===== src/shared/rng_pkg.sv =====
//////////////////////////////////////////////////////////////////////////////
// Purpose: constants and carrier types for the bus random number generator
// Assumes: single clock at 10 MHz, synchronous active-high reset
// Notes:   offsets are byte addresses inside a 4 KB peripheral window
//////////////////////////////////////////////////////////////////////////////
package rng_pkg;

    // bus geometry
    localparam int ADDR_W = 12;
    localparam int DATA_W = 32;

    // peripheral window base, for reference by software models
    localparam logic [31:0] WINDOW_BASE = 32'hFFFFA000;

    // register offsets
    localparam logic [ADDR_W-1:0] OFF_RANDOM_VALUE = 12'h000;
    localparam logic [ADDR_W-1:0] OFF_GEN_CONTROL = 12'h004;

    // generator_control field positions
    localparam int BIT_REQUEST = 1;
    localparam int BIT_IRQ_ENABLE = 2;
    localparam int BIT_INTERRUPT_CLEAR = 3;
    localparam int BIT_NUMBER_READY = 5;
    localparam int BIT_IRQ_PENDING = 6;

    // reset values
    localparam logic [DATA_W-1:0] RESET_RANDOM_VALUE = 32'h00000000;
    localparam logic [DATA_W-1:0] RESET_GEN_CONTROL = 32'h00000000;

    // timing: one word must be done in fewer than this many bus cycles
    localparam int GEN_LIMIT_CYCLES = 256;
    // entropy samples folded into one word: two full passes of the shifter
    localparam int SAMPLES_PER_WORD = 2 * DATA_W;
    localparam int SAMPLE_CNT_W = 7;
    localparam logic [SAMPLE_CNT_W-1:0] LAST_SAMPLE =
        SAMPLE_CNT_W'(SAMPLES_PER_WORD - 1);

    // apb request carried as one bundle
    typedef struct packed {
        logic sel;
        logic enable;
        logic write;
        logic [ADDR_W-1:0] addr;
        logic [DATA_W-1:0] wdata;
    } apb_req_t;

    // apb answer
    typedef struct packed {
        logic [DATA_W-1:0] rdata;
        logic ready;
        logic slverr;
    } apb_rsp_t;

    // generator sequencing
    typedef enum logic [1:0] {
        GEN_IDLE,
        GEN_COLLECT,
        GEN_DONE
    } gen_state_t;

endpackage


===== src/rtl/entropy_sync.sv =====
//////////////////////////////////////////////////////////////////////////////
// Purpose: bring the free-running entropy pin into the bus clock domain
// Assumes: entropy_i is asynchronous to mclk_i
// Notes:   three sync flops and an output flop; a change is taken once flops two and three agree
//////////////////////////////////////////////////////////////////////////////
`timescale 1ns/1ns

module entropy_sync (
    input wire logic mclk_i,
    input wire logic rst_i,
    input wire logic entropy_i,
    output logic bit_o
);

    logic meta_q;
    logic meta_d;
    logic stage2_q;
    logic stage2_d;
    logic stage3_q;
    logic stage3_d;
    logic bit_q;
    logic bit_d;

    // first flop is read only by the second
    always_comb begin
        meta_d = entropy_i;
        stage2_d = meta_q;
        stage3_d = stage2_q;
        bit_d = bit_q;
        if (stage2_q == stage3_q) begin
            bit_d = stage3_q;
        end
    end

    always_ff @(posedge mclk_i) begin
        if (rst_i) begin
            meta_q <= 1'b0;
            stage2_q <= 1'b0;
            stage3_q <= 1'b0;
            bit_q <= 1'b0;
        end else begin
            meta_q <= meta_d;
            stage2_q <= stage2_d;
            stage3_q <= stage3_d;
            bit_q <= bit_d;
        end
    end

    assign bit_o = bit_q;

endmodule


===== src/rtl/bus_random_number_generator.sv =====
//////////////////////////////////////////////////////////////////////////////
// Purpose: apb random number generator with ready flag and interrupt
// Assumes: zero-wait apb slave on mclk_i, entropy from an external source pin
// Notes:   a word takes 64 entropy samples plus sync latency, well under 256
//////////////////////////////////////////////////////////////////////////////
`timescale 1ns/1ns

module bus_random_number_generator (
    input wire logic mclk_i,
    input wire logic rst_i,
    input wire rng_pkg::apb_req_t apb_req_i,
    output rng_pkg::apb_rsp_t apb_rsp_o,
    input wire logic entropy_i,
    output logic irq_o
);

    //////////////////////////////////////////////////////////////////////////
    // entropy source

    logic entropy_bit;

    entropy_sync u_entropy_sync (
        .mclk_i(mclk_i),
        .rst_i(rst_i),
        .entropy_i(entropy_i),
        .bit_o(entropy_bit)
    );

    //////////////////////////////////////////////////////////////////////////
    // bus decode

    logic wr_access;
    logic rd_setup;
    logic hit_value;
    logic hit_control;
    logic ctrl_write;
    logic [rng_pkg::DATA_W-1:0] wdata;

    always_comb begin
        hit_value = (apb_req_i.addr == rng_pkg::OFF_RANDOM_VALUE);
        hit_control = (apb_req_i.addr == rng_pkg::OFF_GEN_CONTROL);
        wr_access = apb_req_i.sel && apb_req_i.enable && apb_req_i.write;
        rd_setup = apb_req_i.sel && !apb_req_i.enable && !apb_req_i.write;
        ctrl_write = wr_access && hit_control;
        wdata = apb_req_i.wdata;
    end

    //////////////////////////////////////////////////////////////////////////
    // control register state

    logic request_q;
    logic request_d;
    logic irq_enable_q;
    logic irq_enable_d;
    logic irq_pending_q;
    logic irq_pending_d;
    logic request_fall;
    logic request_rise;
    logic ready_rise;

    always_comb begin
        request_d = request_q;
        irq_enable_d = irq_enable_q;
        irq_pending_d = irq_pending_q;
        if (ctrl_write) begin
            if (wdata[rng_pkg::BIT_INTERRUPT_CLEAR]) begin
                // clear only; request and enable are left alone
                irq_pending_d = 1'b0;
            end else begin
                request_d = wdata[rng_pkg::BIT_REQUEST];
                irq_enable_d = wdata[rng_pkg::BIT_IRQ_ENABLE];
            end
        end
        // a new completion in the clearing cycle is not lost
        if (ready_rise && irq_enable_q) begin
            irq_pending_d = 1'b1;
        end
        request_fall = request_q && !request_d;
        request_rise = !request_q && request_d;
    end

    always_ff @(posedge mclk_i) begin
        if (rst_i) begin
            request_q <= 1'b0;
            irq_enable_q <= 1'b0;
            irq_pending_q <= 1'b0;
        end else begin
            request_q <= request_d;
            irq_enable_q <= irq_enable_d;
            irq_pending_q <= irq_pending_d;
        end
    end

    //////////////////////////////////////////////////////////////////////////
    // generator sequencing

    rng_pkg::gen_state_t state_q;
    rng_pkg::gen_state_t state_d;
    logic [rng_pkg::SAMPLE_CNT_W-1:0] sample_cnt_q;
    logic [rng_pkg::SAMPLE_CNT_W-1:0] sample_cnt_d;
    logic [rng_pkg::DATA_W-1:0] shift_q;
    logic [rng_pkg::DATA_W-1:0] shift_d;
    logic [rng_pkg::DATA_W-1:0] value_q;
    logic [rng_pkg::DATA_W-1:0] value_d;
    logic ready_q;
    logic ready_d;

    always_comb begin
        state_d = state_q;
        sample_cnt_d = sample_cnt_q;
        shift_d = shift_q;
        value_d = value_q;
        ready_d = ready_q;
        case (state_q)
            rng_pkg::GEN_IDLE: begin
                if (request_rise) begin
                    state_d = rng_pkg::GEN_COLLECT;
                    sample_cnt_d = '0;
                    shift_d = '0;
                end
            end
            rng_pkg::GEN_COLLECT: begin
                // the second pass folds each sample onto one from the first pass, evening out bias
                shift_d = {shift_q[rng_pkg::DATA_W-2:0],
                           entropy_bit ^ shift_q[rng_pkg::DATA_W-1]};
                sample_cnt_d = sample_cnt_q + 1'b1;
                if (sample_cnt_q == rng_pkg::LAST_SAMPLE) begin
                    state_d = rng_pkg::GEN_DONE;
                    value_d = {shift_q[rng_pkg::DATA_W-2:0],
                               entropy_bit ^ shift_q[rng_pkg::DATA_W-1]};
                    ready_d = 1'b1;
                end
            end
            rng_pkg::GEN_DONE: begin
                // ready holds until request is withdrawn; a rewrite of one is ignored
                ready_d = 1'b1;
            end
            default: begin
                state_d = rng_pkg::GEN_IDLE;
            end
        endcase
        if (request_fall) begin
            state_d = rng_pkg::GEN_IDLE;
            ready_d = 1'b0;
            value_d = rng_pkg::RESET_RANDOM_VALUE;
            shift_d = '0;
        end
        ready_rise = ready_d && !ready_q;
    end

    always_ff @(posedge mclk_i) begin
        if (rst_i) begin
            state_q <= rng_pkg::GEN_IDLE;
            sample_cnt_q <= '0;
            shift_q <= '0;
            value_q <= rng_pkg::RESET_RANDOM_VALUE;
            ready_q <= 1'b0;
        end else begin
            state_q <= state_d;
            sample_cnt_q <= sample_cnt_d;
            shift_q <= shift_d;
            value_q <= value_d;
            ready_q <= ready_d;
        end
    end

    //////////////////////////////////////////////////////////////////////////
    // read data and answer

    logic [rng_pkg::DATA_W-1:0] rdata_q;
    logic [rng_pkg::DATA_W-1:0] rdata_d;
    logic [rng_pkg::DATA_W-1:0] control_view;
    logic unmapped;

    always_comb begin
        control_view = rng_pkg::RESET_GEN_CONTROL;
        control_view[rng_pkg::BIT_REQUEST] = request_q;
        control_view[rng_pkg::BIT_IRQ_ENABLE] = irq_enable_q;
        control_view[rng_pkg::BIT_NUMBER_READY] = ready_q;
        control_view[rng_pkg::BIT_IRQ_PENDING] = irq_pending_q;
        rdata_d = rdata_q;
        if (rd_setup) begin
            if (hit_value) begin
                rdata_d = value_q;
            end else if (hit_control) begin
                rdata_d = control_view;
            end else begin
                rdata_d = '0;
            end
        end
        unmapped = !hit_value && !hit_control;
    end

    always_ff @(posedge mclk_i) begin
        if (rst_i) begin
            rdata_q <= '0;
        end else begin
            rdata_q <= rdata_d;
        end
    end

    // zero-wait slave; writes to the data register are dropped quietly
    always_comb begin
        apb_rsp_o.rdata = rdata_q;
        apb_rsp_o.ready = 1'b1;
        apb_rsp_o.slverr = apb_req_i.sel && apb_req_i.enable && unmapped;
    end

    assign irq_o = irq_pending_q;

endmodule


===== config.mk =====
export PLATFORM = sky130hd
export DESIGN_NAME = bus_random_number_generator
export DESIGN_NICKNAME = d
export VERILOG_FILES = /design/src/shared/rng_pkg.sv /design/src/rtl/entropy_sync.sv /design/src/rtl/bus_random_number_generator.sv
export SDC_FILE = /design/constraint.sdc
export NUM_CORES = 1
export LEC_CHECK = 0
export BUFFER_PORTS_ARGS = -buffer_cell sky130_fd_sc_hd__buf_2
export CORE_AREA = 2 2 99 101
export CTS_CLUSTER_SIZE = 16
export DETAILED_ROUTE_END_ITERATION = 16
export DIE_AREA = 0 0 101 103
export MAX_ROUTING_LAYER = met4
export PLACE_DENSITY = 0.72
export SYNTH_ARGS = -nofsm -noshare
export SYNTH_HDL_FRONTEND = slang
export SYNTH_SLANG_ARGS = --single-unit

===== constraint.sdc =====
create_clock -name mclk_i -period 5.85 [get_ports mclk_i]
set_input_delay 1.755 -clock mclk_i [delete_from_list [all_inputs] [get_ports mclk_i]]
set_output_delay 1.755 -clock mclk_i [all_outputs]
set_load 0.1 [all_outputs]

==> metrics.md, run 1 <==
| Metric | Value |
|---|---|
| Synthesized area per cell | `~9.2 um^2` |
| Post CTS Setup Buffer Count | `0` |
| First-pass GRT wire length | `17300 um` |
| CP Data Required Time | `~4100 ps` |
| R2r endpoint | `sample_cnt_q[6]` |
| Crit Reg-Reg Startpoint | `state_q[1]` |
| Die area | `between 10000 and 15000 um^2` |
| Yosys warns | `0` |
| GRT Residual Overflow | `0` |
| Clock Latency Late Sink | `520 ps` |
| Worst R2R Path Depth | `6` |
| DRT antenna net count | `0` |
| GRT Util Overall | `between 20% and 30%` |
| Cell taking the most area after synthesis | `dfxtp_1` |
| Post-DP HPWL | `6290 um` |
| Layout cells sized above 1 | `20.3%` |
| Setup crit end | `apb_rsp_o[0]` |
| # resized after CTS | `0` |
| Critical Path Source | `apb_req_i[41]` |
| 1st-iter DRT viols | `245` |
| Die X-Extent | `just over 100 um` |
| Worst Path Max Fanout | `5` |
| First-pass detailed-route iteration total | `5` |
| P&R area growth vs syn | `17.3%` |
| Setup TNS | `0 ps` |
| Min cycle time layout | `about 4500 ps` |
| Share of the synthesized area in the top cell type | `about half` |
| Max stage delay on crit path | `440 ps` |
| Hold crit path type | `flop to flop` |
| Post-synth ARST share | `0%` |
| CTS max path bufs | `2` |
| Maxcap violations | `0` |
| DRC viols | `0` |
| Fin worst setup slack | `about 1300 ps` |
| Final Max Tran Viols | `0` |
| Register area share after synthesis | `about half` |
| RSZ-0062 raised after global routing | `false` |
| Min Hold Slack | `~440 ps` |
| Starting Density | `between 40 and 50%` |
| Max Clk Rate | `221 MHz` |
| GPL Wtd Cong | `around 0.84` |
| Core box area | `9460 um^2` |
| Yosys cell types | `56` |
| Synthesized Nets | `approximately 550` |
| Synth top area cells | `dfxtp_1 49%, nand2_1 6.2%, a32oi_1 5.3%` |
| Worst Setup Start Kind | `primary input` |
| Rows | `36` |
| CP endpoint kind | `output port` |
| Flop2flop setup slack | `about 3300 ps` |
| Post-route clock period utilization | `between 70% and 80%` |
| Diode count | `0` |
| Initial antenna violation count | `0` |
| CP dominant cell by count | `buf_2` |
| Clock skew | `8.79 ps` |
| Status | `completed` |
| Total CTS buffers | `17` |
| Die height | `approximately 100 um` |
| Hold buffers post-CTS | `0` |
| Worst slew pin tran | `between 1000 and 1500 ps` |
| FF+latch count, synth | `~110` |
| H-tree lvl count | `4` |
| Final hold vios | `0` |
| EDFF count, synth | `0` |
| Clk sinks | `around 110` |
| I/O pins | `85` |
| Overall power | `around 1.8 mW` |
| Data arrival, critical path | `~2800 ps` |
| Final Core Density | `approximately 57%` |
| Synthesized area | `4600 um^2` |
| Hold Crit Start | `u_entropy_sync.meta_q` |
| Vias | `between 3000 and 4000` |
| Syn Inst Count | `500` |
| Post-Place Setup Slack | `approximately 1300 ps` |
| Setup Crit Path Kind | `primary input to output port` |
| Port bufs | `54` |
| Pwr/cell area | `around 340 nW/um^2` |
| Total Wirelength | `10600 um` |
| Setup violations, final | `0` |
| Dominant synthesized flop cell | `dfxtp_1` |
| Post-detailed-route wirelength per cell | `approximately 16 um` |
| Largest net degree at the start of global routing | `44` |
| CTS tree | `yes` |
| Worst VDD drop | `234 uV` |
| Vias/cell | `~6.0` |
| Slowest stage cell on the critical path | `nor4_4` |
| Max_slew headroom | `19.0%` |
| Crit path cell chain | `buf_2 > nor4_4 > a31oi_1 > buf_2` |
| Vias in the first global route | `~3600` |
| Leakage power | `1.93 nW` |
| Clock-pin slew on the worst setup and hold paths | `roughly 60 ps` |
| Layout Nets | `slightly below 600` |
| Root buf cell | `clkbuf_8` |
## power breakdown
group	switching, mW	internal [mW]
Sequential	0.000274	0.771
Combinational	0.0346	0.0106
Clock	0.360	0.640
Total	0.395	1.42
## state kept, by name (all words and copies together) (netlist names)
register and flops:
rdata_q 32, shift_q 32, value_q 32, sample_cnt_q 7
state_q 2, irq_enable_q 1, irq_o 1, ready_q 1
request_q 1, u_entropy_sync.bit_o 1, u_entropy_sync.meta_q 1, u_entropy_sync.stage2_q 1
u_entropy_sync.stage3_q 1
## per-layer routing
layer  global-route usage, %  wire length (um)  vias to the layer above
li1                        -                 -                     1914
met1                    26.1              4820                     1856
met2                    34.7              4940                      137
met3                    5.42               561                       26
met4                    10.5               279                        0
met5                       -                 0                        -
## layout make-up
| cell class | instances | area [um^2] |
|---|---|---|
| clock buffers | 21 | 459 |
| clock inverters | 11 | 130 |
| fillers | 835 | 4070 |
| inverters | 8 | 30.0 |
| multi-input cells | 330 | 2060 |
| flip-flops and latches | 113 | 2260 |
| well taps | 114 | 143 |
| repair buffers | 59 | 308 |
## worst min-delay path by stage
stage | end | slack [ps] | cells after the start
6_report | u_entropy_sync.stage2_q | 440 | 1
5_1_grt | u_entropy_sync.stage2_q | 460 | 1
4_1_cts | u_entropy_sync.stage2_q | 440 | 1
3_5_place_dp | u_entropy_sync.stage2_q | 420 | 1
3_3_place_gp | u_entropy_sync.stage2_q | 420 | 1
2_1_floorplan | u_entropy_sync.stage2_q | 410 | 1
## synthesized netlist by cell type, types with 3 or more instances
master,n
nor2_1,43
o2bb2ai_1,5
o211ai_1,32
dfxtp_1,113
nand3_1,5
inv_1,6
nor3_1,3
nor3b_1,3
nor2b_1,3
a22oi_1,4
ha_1,4
o41ai_1,4
o22ai_1,33
a32oi_1,28
mux2_2,4
a31oi_1,3
nand2_1,76
buf_2,20
mux2i_1,5
clkbuf_1,23
a21oi_1,35
o21ai_0,6
## stage by stage
step	area (um^2)	cells
2_1_floorplan	4600	500
3_3_place_gp	4800	624
3_5_place_dp	4800	624
4_1_cts	5390	656
5_1_grt	5390	656
6_report	5390	656
## logic make-up after synthesis
logic type	after synthesis	share of synthesized area, %
mux	9	2.07
compound gates	163	25.3
other cells	1	0.0816
xor+xnor	1	0.191
simple gates	152	15.9
flops	113	49.2
fa+ha+maj	4	1.09
buf+inv	57	6.18
## worst max-delay path, delay by kind of cell
| kind | cells | cell delay [ps] |
|---|---|---|
| AND/OR/NAND/NOR | 1 | 440 |
| buffers and inverters | 2 | 430 |
| AO/OA/AOI/OAI | 1 | 150 |
## layout by cell type (no fill, tap or decap), types with 4 or more instances in the layout
master	n
a21oi_1	35
nand2_1	76
a22oi_1	4
mux2i_1	5
ha_1	4
a32oi_1	28
buf_4	5
clkbuf_16	16
nand3_1	5
dfxtp_1	113
o2bb2ai_1	5
buf_2	54
clkbuf_8	4
o22ai_1	33
inv_1	6
mux2_2	4
o211ai_1	32
o41ai_1	4
o21ai_0	6
clkinvlp_4	7
nor2_1	43
(Power assumes the default switching activity.)
==> run 2, diff against run 1 <==
PLACE_DENSITY = 0.75   (was 0.72)
clock period = 4.1 ns   (was 5.85 ns; I/O delays follow)
==> run 2 against run 1 <==
Effect of this change: global-route usage is 0.51 points lower; clock skew fell by 2.2 ps; sequential power is 43% higher; worst hold slack barely moved; sequential cell count unchanged; non-clock buffer count increased by 2; routed wire length decreased by 2.4%; utilization rose by 0.12 points; critical endpoint unchanged; largest cell class unchanged; highest routed layer unchanged.
==> metrics.md, run 2 (same netlist as run 1, synthesis figures left out) <==
| Metric | Value |
|---|---|
| Crit path cell chain | `buf_2 > nor3_1 > a31oi_2 > buf_2 (was buf_2 > nor4_4 > a31oi_1 > buf_2)` |
| Buffers and inverters on the worst path | `2 (unchanged)` |
| # resized after CTS | `0 (unchanged)` |
| Clk sinks | `113 (unchanged)` |
| Rows | `36 (unchanged)` |
| Vias | `3905 (was 3933)` |
| Min cycle time layout | `roughly 3500 ps` |
| Sw Pwr | `0.558 mW (was 0.395 mW)` |
| Maxcap violations | `0 (unchanged)` |
| Reg power frac | `42.8% (was 42.4%)` |
| Max Clk Rate | `between 200 and 300 MHz` |
| Starting Density | `48.6% (unchanged)` |
| Power share of the combinational group | `2.5% (about the same)` |
| Clock skew | `6.64 ps (was 8.79 ps)` |
| Storage cell area | `2260 um^2 (unchanged)` |
| CP endpoint kind | `output port (unchanged)` |
| Fill cells | `822 (was 835)` |
| Max stage delay on crit path | `500 ps (was 440 ps)` |
| Switching Fraction | `21.7% (about the same)` |
| Hold buffers post-CTS | `0 (unchanged)` |
| Worst slew pin tran | `1190 ps (was 1210 ps)` |
| CTS max path bufs | `2 (unchanged)` |
| Worst Setup Start Kind | `primary input (unchanged)` |
| Data arrival, critical path | `2310 ps (was 2780 ps)` |
| Vias in the first global route | `3546 (was 3642)` |
| DRT antenna net count | `0 (unchanged)` |
| First-pass detailed-route iteration total | `5 (unchanged)` |
| CTS tree | `yes (unchanged)` |
| Die height | `103 um (unchanged)` |
| Worst Path Max Fanout | `4 (was 5)` |
| Total Wirelength | `10300 um (was 10600 um)` |
| Most frequent cells in the layout | `113 x dfxtp_1, 76 x nand2_1, 54 x buf_2 (unchanged)` |
| Diode count | `0 (unchanged)` |
| Post-DP HPWL | `6300 um (was 6290 um)` |
| Hold crit path type | `flop to flop (unchanged)` |
| Placed inst area | `4820 um^2 (was 4800 um^2)` |
| Total CTS buffers | `17 (unchanged)` |
| CP Data Required Time | `2870 ps (was 4090 ps)` |
| DRC viols | `0 (unchanged)` |
| Initial antenna violation count | `0 (unchanged)` |
| P&R area growth vs syn | `17.5% (was 17.3%)` |
| Worst VDD drop | `267 uV (was 234 uV)` |
| Status | `completed (unchanged)` |
| Core box area | `9460 um^2 (unchanged)` |
| Slowest stage cell on the critical path | `nor3_1 (was nor4_4)` |
| Final Max Tran Viols | `0 (unchanged)` |
| Post-detailed-route wirelength per cell | `15.7 um (was 16.2 um)` |
| Root buf cell | `clkbuf_8 (unchanged)` |
| Layout Nets | `585 (was 583)` |
| 1st-iter DRT viols | `251 (was 245)` |
| Layout cells sized above 1 | `20.8% (was 20.3%)` |
| Pwr/cell area | `476 nW/um^2 (was 337 nW/um^2)` |
| GRT Residual Overflow | `0 (unchanged)` |
| Vias/cell | `5.93 (was 6.00)` |
| Post CTS Setup Buffer Count | `0 (unchanged)` |
| First-pass GRT wire length | `16900 um (was 17300 um)` |
| Setup violations, final | `0 (unchanged)` |
| M1 GR Usage | `25.5% (was 26.1%)` |
| Most used routing layer | `met2 (unchanged)` |
| H-tree lvl count | `4 (unchanged)` |
| GRT Util Overall | `21.3% (was 21.8%)` |
| Clock Latency Late Sink | `510 ps (was 520 ps)` |
| Int Pwr | `2.01 mW (was 1.42 mW)` |
| CP top delay family | `simple AND/OR/NAND/NOR gates (unchanged)` |
| GPL Wtd Cong | `0.768 (was 0.839)` |
| Setup TNS | `0 ps (unchanged)` |
| Commonest non-fill, non-tap cell in the layout | `dfxtp_1 (unchanged)` |
| GRT met3 Usage | `6.37% (was 5.42%)` |
| Multi-input gate area | `2070 um^2 (was 2060 um^2)` |
| Design Area, Final | `5400 um^2 (was 5390 um^2)` |
| Setup Crit Path Kind | `primary input to output port (unchanged)` |
| Leakage power | `1.94 nW (was 1.93 nW)` |
| Post-route clock period utilization | `about 86%` |
| M2 GR Usage | `34.4% (was 34.7%)` |
| Largest regs | `rdata_q x32, shift_q x32, value_q x32 (unchanged)` |
| Max_slew headroom | `20.7% (was 19.0%)` |
| Clock-pin slew on the worst setup and hold paths | `50 ps (was 60 ps)` |
| Clock share of power | `54.7% (was 55.1%)` |
| Final hold vios | `0 (unchanged)` |
| I/O pins | `85 (unchanged)` |
| RSZ-0062 raised after global routing | `false (unchanged)` |
| Largest net degree at the start of global routing | `43 (was 44)` |
| Port bufs | `54 (unchanged)` |
| CP dominant cell by count | `buf_2 (unchanged)` |
| Die area | `10400 um^2 (unchanged)` |
| Die X-Extent | `101 um (unchanged)` |
run 2: through the flow:
| step | utilization [%] | setup slack [ps] | std cells | hold slack, ps | power, mW |
|---|---|---|---|---|---|
| final | 57.1 | 558 | 658 | 436 | 2.57 |
| after global routing | 57.1 | 487 | 658 | 459 | 2.66 |
| after CTS | 57.1 | 536 | 658 | 435 | 2.59 |
| after detailed placement | 51.0 | 537 | 626 | 422 | 1.19 |
| after global placement | 51.0 | 574 | 626 | 421 | 1.19 |
| after floorplan | - | 568 | 500 | 414 | 1.17 |
run 2: area by class of cell:
type	count	share of cell area (%)
Tap cell	114	2.64
Sequential cell	113	41.9
Clock buffer	20	8.24
Multi-Input combinational cell	330	38.2
Inverter	8	0.556
Timing Repair Buffer	61	5.97
Clock inverter	12	2.48
run 2: power groups by stage:
stage	Clock (mW)	Combinational [mW]	Sequential, mW
after detailed placement	0	0.0648	1.12
after CTS	1.43	0.0647	1.10
after global placement	0	0.0632	1.12
final	1.40	0.0650	1.10
after floorplan	0	0.0436	1.12
after global routing	1.49	0.0697	1.10
run 2: final timing paths:
kind,cells after the start,from,end,slack [ps]
worst max register to register,6,state_q[1],sample_cnt_q[6],1540
worst min-delay path,1,u_entropy_sync.meta_q,u_entropy_sync.stage2_q,440
worst max-delay path,4,apb_req_i[37],apb_rsp_o[0],560
worst min register to register,1,u_entropy_sync.meta_q,u_entropy_sync.stage2_q,440
run 2: per-layer routing:
metal  part of all wire, %  wire (um)
met1                    46       4730
met2                    47       4900
met3                   5.1        523
met4                   1.8        187
met5                     0          0
==> run 3, diff against run 2 <==
MAX_ROUTING_LAYER = unset   (was met4)
==> run 3 against run 2 <==
Effect of this change: worst hold slack got worse by 3.8 ps; utilization shrank 0.66 points; highest routed layer unchanged; die area did not move; final cell count decreased by 0.15%; clock skew grew 1.7 ps; critical path type unchanged; setup slack improved by 34 ps; sequential power hardly changed; largest power group unchanged; register-to-register slack improved by 60 ps; clock power decreased by 10%; combinational power up 1%.
==> metrics.md, run 3 (same netlist as run 1, synthesis figures left out) <==
| Metric | Value |
|---|---|
| Status | `completed (unchanged)` |
| Total Wirelength | `10300 um (about the same)` |
| RSZ-0062 raised after global routing | `false (unchanged)` |
| Hold buffers post-CTS | `0 (unchanged)` |
| Initial antenna violation count | `0 (unchanged)` |
| 1st-iter DRT viols | `197 (was 251)` |
| Vias in the first global route | `3578 (was 3546)` |
| First-pass GRT wire length | `16900 um (about the same)` |
| CP dominant cell by count | `buf_2 (unchanged)` |
| CP Data Required Time | `2870 ps (about the same)` |
| Post-detailed-route wirelength per cell | `15.7 um (about the same)` |
| Die height | `103 um (unchanged)` |
| DRC viols | `0 (unchanged)` |
| Die area | `10400 um^2 (unchanged)` |
| Die X-Extent | `101 um (unchanged)` |
| Total CTS buffers | `17 (unchanged)` |
| Port bufs | `54 (unchanged)` |
| Layout Nets | `586 (was 585)` |
| Hold crit path type | `flop to flop (unchanged)` |
| Setup TNS | `0 ps (unchanged)` |
| Largest net degree at the start of global routing | `43 (unchanged)` |
| Design Area, Final | `5340 um^2 (was 5400 um^2)` |
| CTS max path bufs | `2 (unchanged)` |
| Commonest non-fill, non-tap cell in the layout | `dfxtp_1 (unchanged)` |
| Post-route clock period utilization | `85.5% (was 86.4%)` |
| Slowest stage cell on the critical path | `nor3_1 (unchanged)` |
| Post-DP HPWL | `6420 um (was 6300 um)` |
| Power share of the combinational group | `2.7% (was 2.5%)` |
| Diode count | `0 (unchanged)` |
| Fin worst setup slack | `593 ps (was 558 ps)` |
| Worst Path Max Fanout | `4 (unchanged)` |
| Data arrival, critical path | `2280 ps (was 2310 ps)` |
| GRT Util Overall | `20.7% (was 21.3%)` |
| Final Core Density | `56.5% (was 57.1%)` |
| Worst Setup Start Kind | `primary input (unchanged)` |
| Max_slew headroom | `26.0% (was 20.7%)` |
| Root buf cell | `clkbuf_8 (unchanged)` |
| Final Max Tran Viols | `0 (unchanged)` |
| Clk sinks | `113 (unchanged)` |
| Setup Crit Path Kind | `primary input to output port (unchanged)` |
| Layout cells sized above 1 | `19.9% (was 20.8%)` |
| DRT antenna net count | `0 (unchanged)` |
| Core box area | `9460 um^2 (unchanged)` |
| Min cycle time layout | `3510 ps (was 3540 ps)` |
| Clock-pin slew on the worst setup and hold paths | `50 ps (about the same)` |
| Clock Latency Late Sink | `510 ps (about the same)` |
| Buffers and inverters on the worst path | `2 (unchanged)` |
| Max Clk Rate | `285 MHz (was 282 MHz)` |
| Post-Place Setup Slack | `560 ps (was 537 ps)` |
| Overall power | `2.42 mW (was 2.57 mW)` |
| Leakage power | `1.93 nW (was 1.94 nW)` |
| CP top delay family | `simple AND/OR/NAND/NOR gates (unchanged)` |
| CTS tree | `yes (unchanged)` |
| Sw Pwr | `0.504 mW (was 0.558 mW)` |
| Switching Fraction | `20.8% (was 21.7%)` |
| Post CTS Setup Buffer Count | `0 (unchanged)` |
| Worst slew pin tran | `1110 ps (was 1190 ps)` |
| Worst VDD drop | `306 uV (was 267 uV)` |
| H-tree lvl count | `4 (unchanged)` |
| Max stage delay on crit path | `480 ps (was 500 ps)` |
| I/O pins | `85 (unchanged)` |
| GPL Wtd Cong | `0.842 (was 0.768)` |
| Maxcap violations | `0 (unchanged)` |
| Rows | `36 (unchanged)` |
| Pwr/cell area | `454 nW/um^2 (was 476 nW/um^2)` |
| GRT Residual Overflow | `0 (unchanged)` |
| Clock share of power | `51.9% (was 54.7%)` |
| Reg power frac | `45.4% (was 42.8%)` |
| Clock skew | `8.38 ps (was 6.64 ps)` |
| Most frequent cells in the layout | `113 x dfxtp_1, 76 x nand2_1, 54 x buf_2 (unchanged)` |
| CP endpoint kind | `output port (unchanged)` |
| Placed inst area | `4830 um^2 (was 4820 um^2)` |
| Vias | `3926 (was 3905)` |
| # resized after CTS | `0 (unchanged)` |
| Setup violations, final | `0 (unchanged)` |
| Int Pwr | `1.92 mW (was 2.01 mW)` |
| Vias/cell | `5.98 (was 5.93)` |
| First-pass detailed-route iteration total | `6 (was 5)` |
| Final hold vios | `0 (unchanged)` |
| Starting Density | `48.6% (unchanged)` |
| Largest regs | `rdata_q x32, shift_q x32, value_q x32 (unchanged)` |
| P&R area growth vs syn | `16.2% (was 17.5%)` |
| Crit path cell chain | `buf_2 > nor3_1 > a31oi_2 > buf_2 (unchanged)` |
## run 3: cell types whose count changed in the layout (fill, tap and decap cells not counted), sizes merged
cell / previous run / this run
buf: 61 / 62
bufinv: 2 / 1
clkbuf: 20 / 23
clkinv: 5 / 6
clkinvlp: 5 / 1
inv: 8 / 7
## run 3: final timing paths
| check | endpoint | start | slack (ps) | cells past startpoint |
|---|---|---|---|---|
| setup / recovery | apb_rsp_o[0] | apb_req_i[37] | 590 | 4 |
| hold / removal | u_entropy_sync.stage2_q | u_entropy_sync.meta_q | 430 | 1 |
| setup reg to reg | sample_cnt_q[6] | state_q[1] | 1600 | 6 |
| hold reg to reg | u_entropy_sync.stage2_q | u_entropy_sync.meta_q | 430 | 1 |
## run 3: layer usage
metal	wire length [um]	GRT usage (%)	part of all wire, %
met1	4620	24.7	45
met2	4930	34.9	48
met3	537	5.56	5.2
met4	221	9.56	2.1
met5	0	0	0
## run 3: power groups by stage
stage	clock network [mW]	registers, mW	logic, mW
final	1.26	1.10	0.0659
after global routing	1.33	1.10	0.0706
after CTS	1.27	1.10	0.0658
after detailed placement	0	1.12	0.0655
after global placement	0	1.12	0.0630
after floorplan	0	1.12	0.0436
## run 3: metrics by stage
step / hold WS [ps] / instances
5_1_grt: 456 / 657
3_3_place_gp: 420 / 627
6_report: 432 / 657
2_1_floorplan: 414 / 500
3_5_place_dp: 425 / 627
4_1_cts: 437 / 657
## run 3: final cells by class
cell class | instances | area (um^2)
clock buffer | 23 | 447
clock inverter | 7 | 62.6
fill | 844 | 4120
inverter | 8 | 30.0
multi-input combinational | 330 | 2070
sequential | 113 | 2260
tap | 114 | 143
timing repair buffer | 62 | 330
## run 3: worst register-to-register path, cell delays in order, from the launching register on
cell and delay [ps]:
dfxtp_1 310, inv_1 90, ha_1 340, nand2_1 170
or4_1 990, o221ai_1 410, o21a_1 140
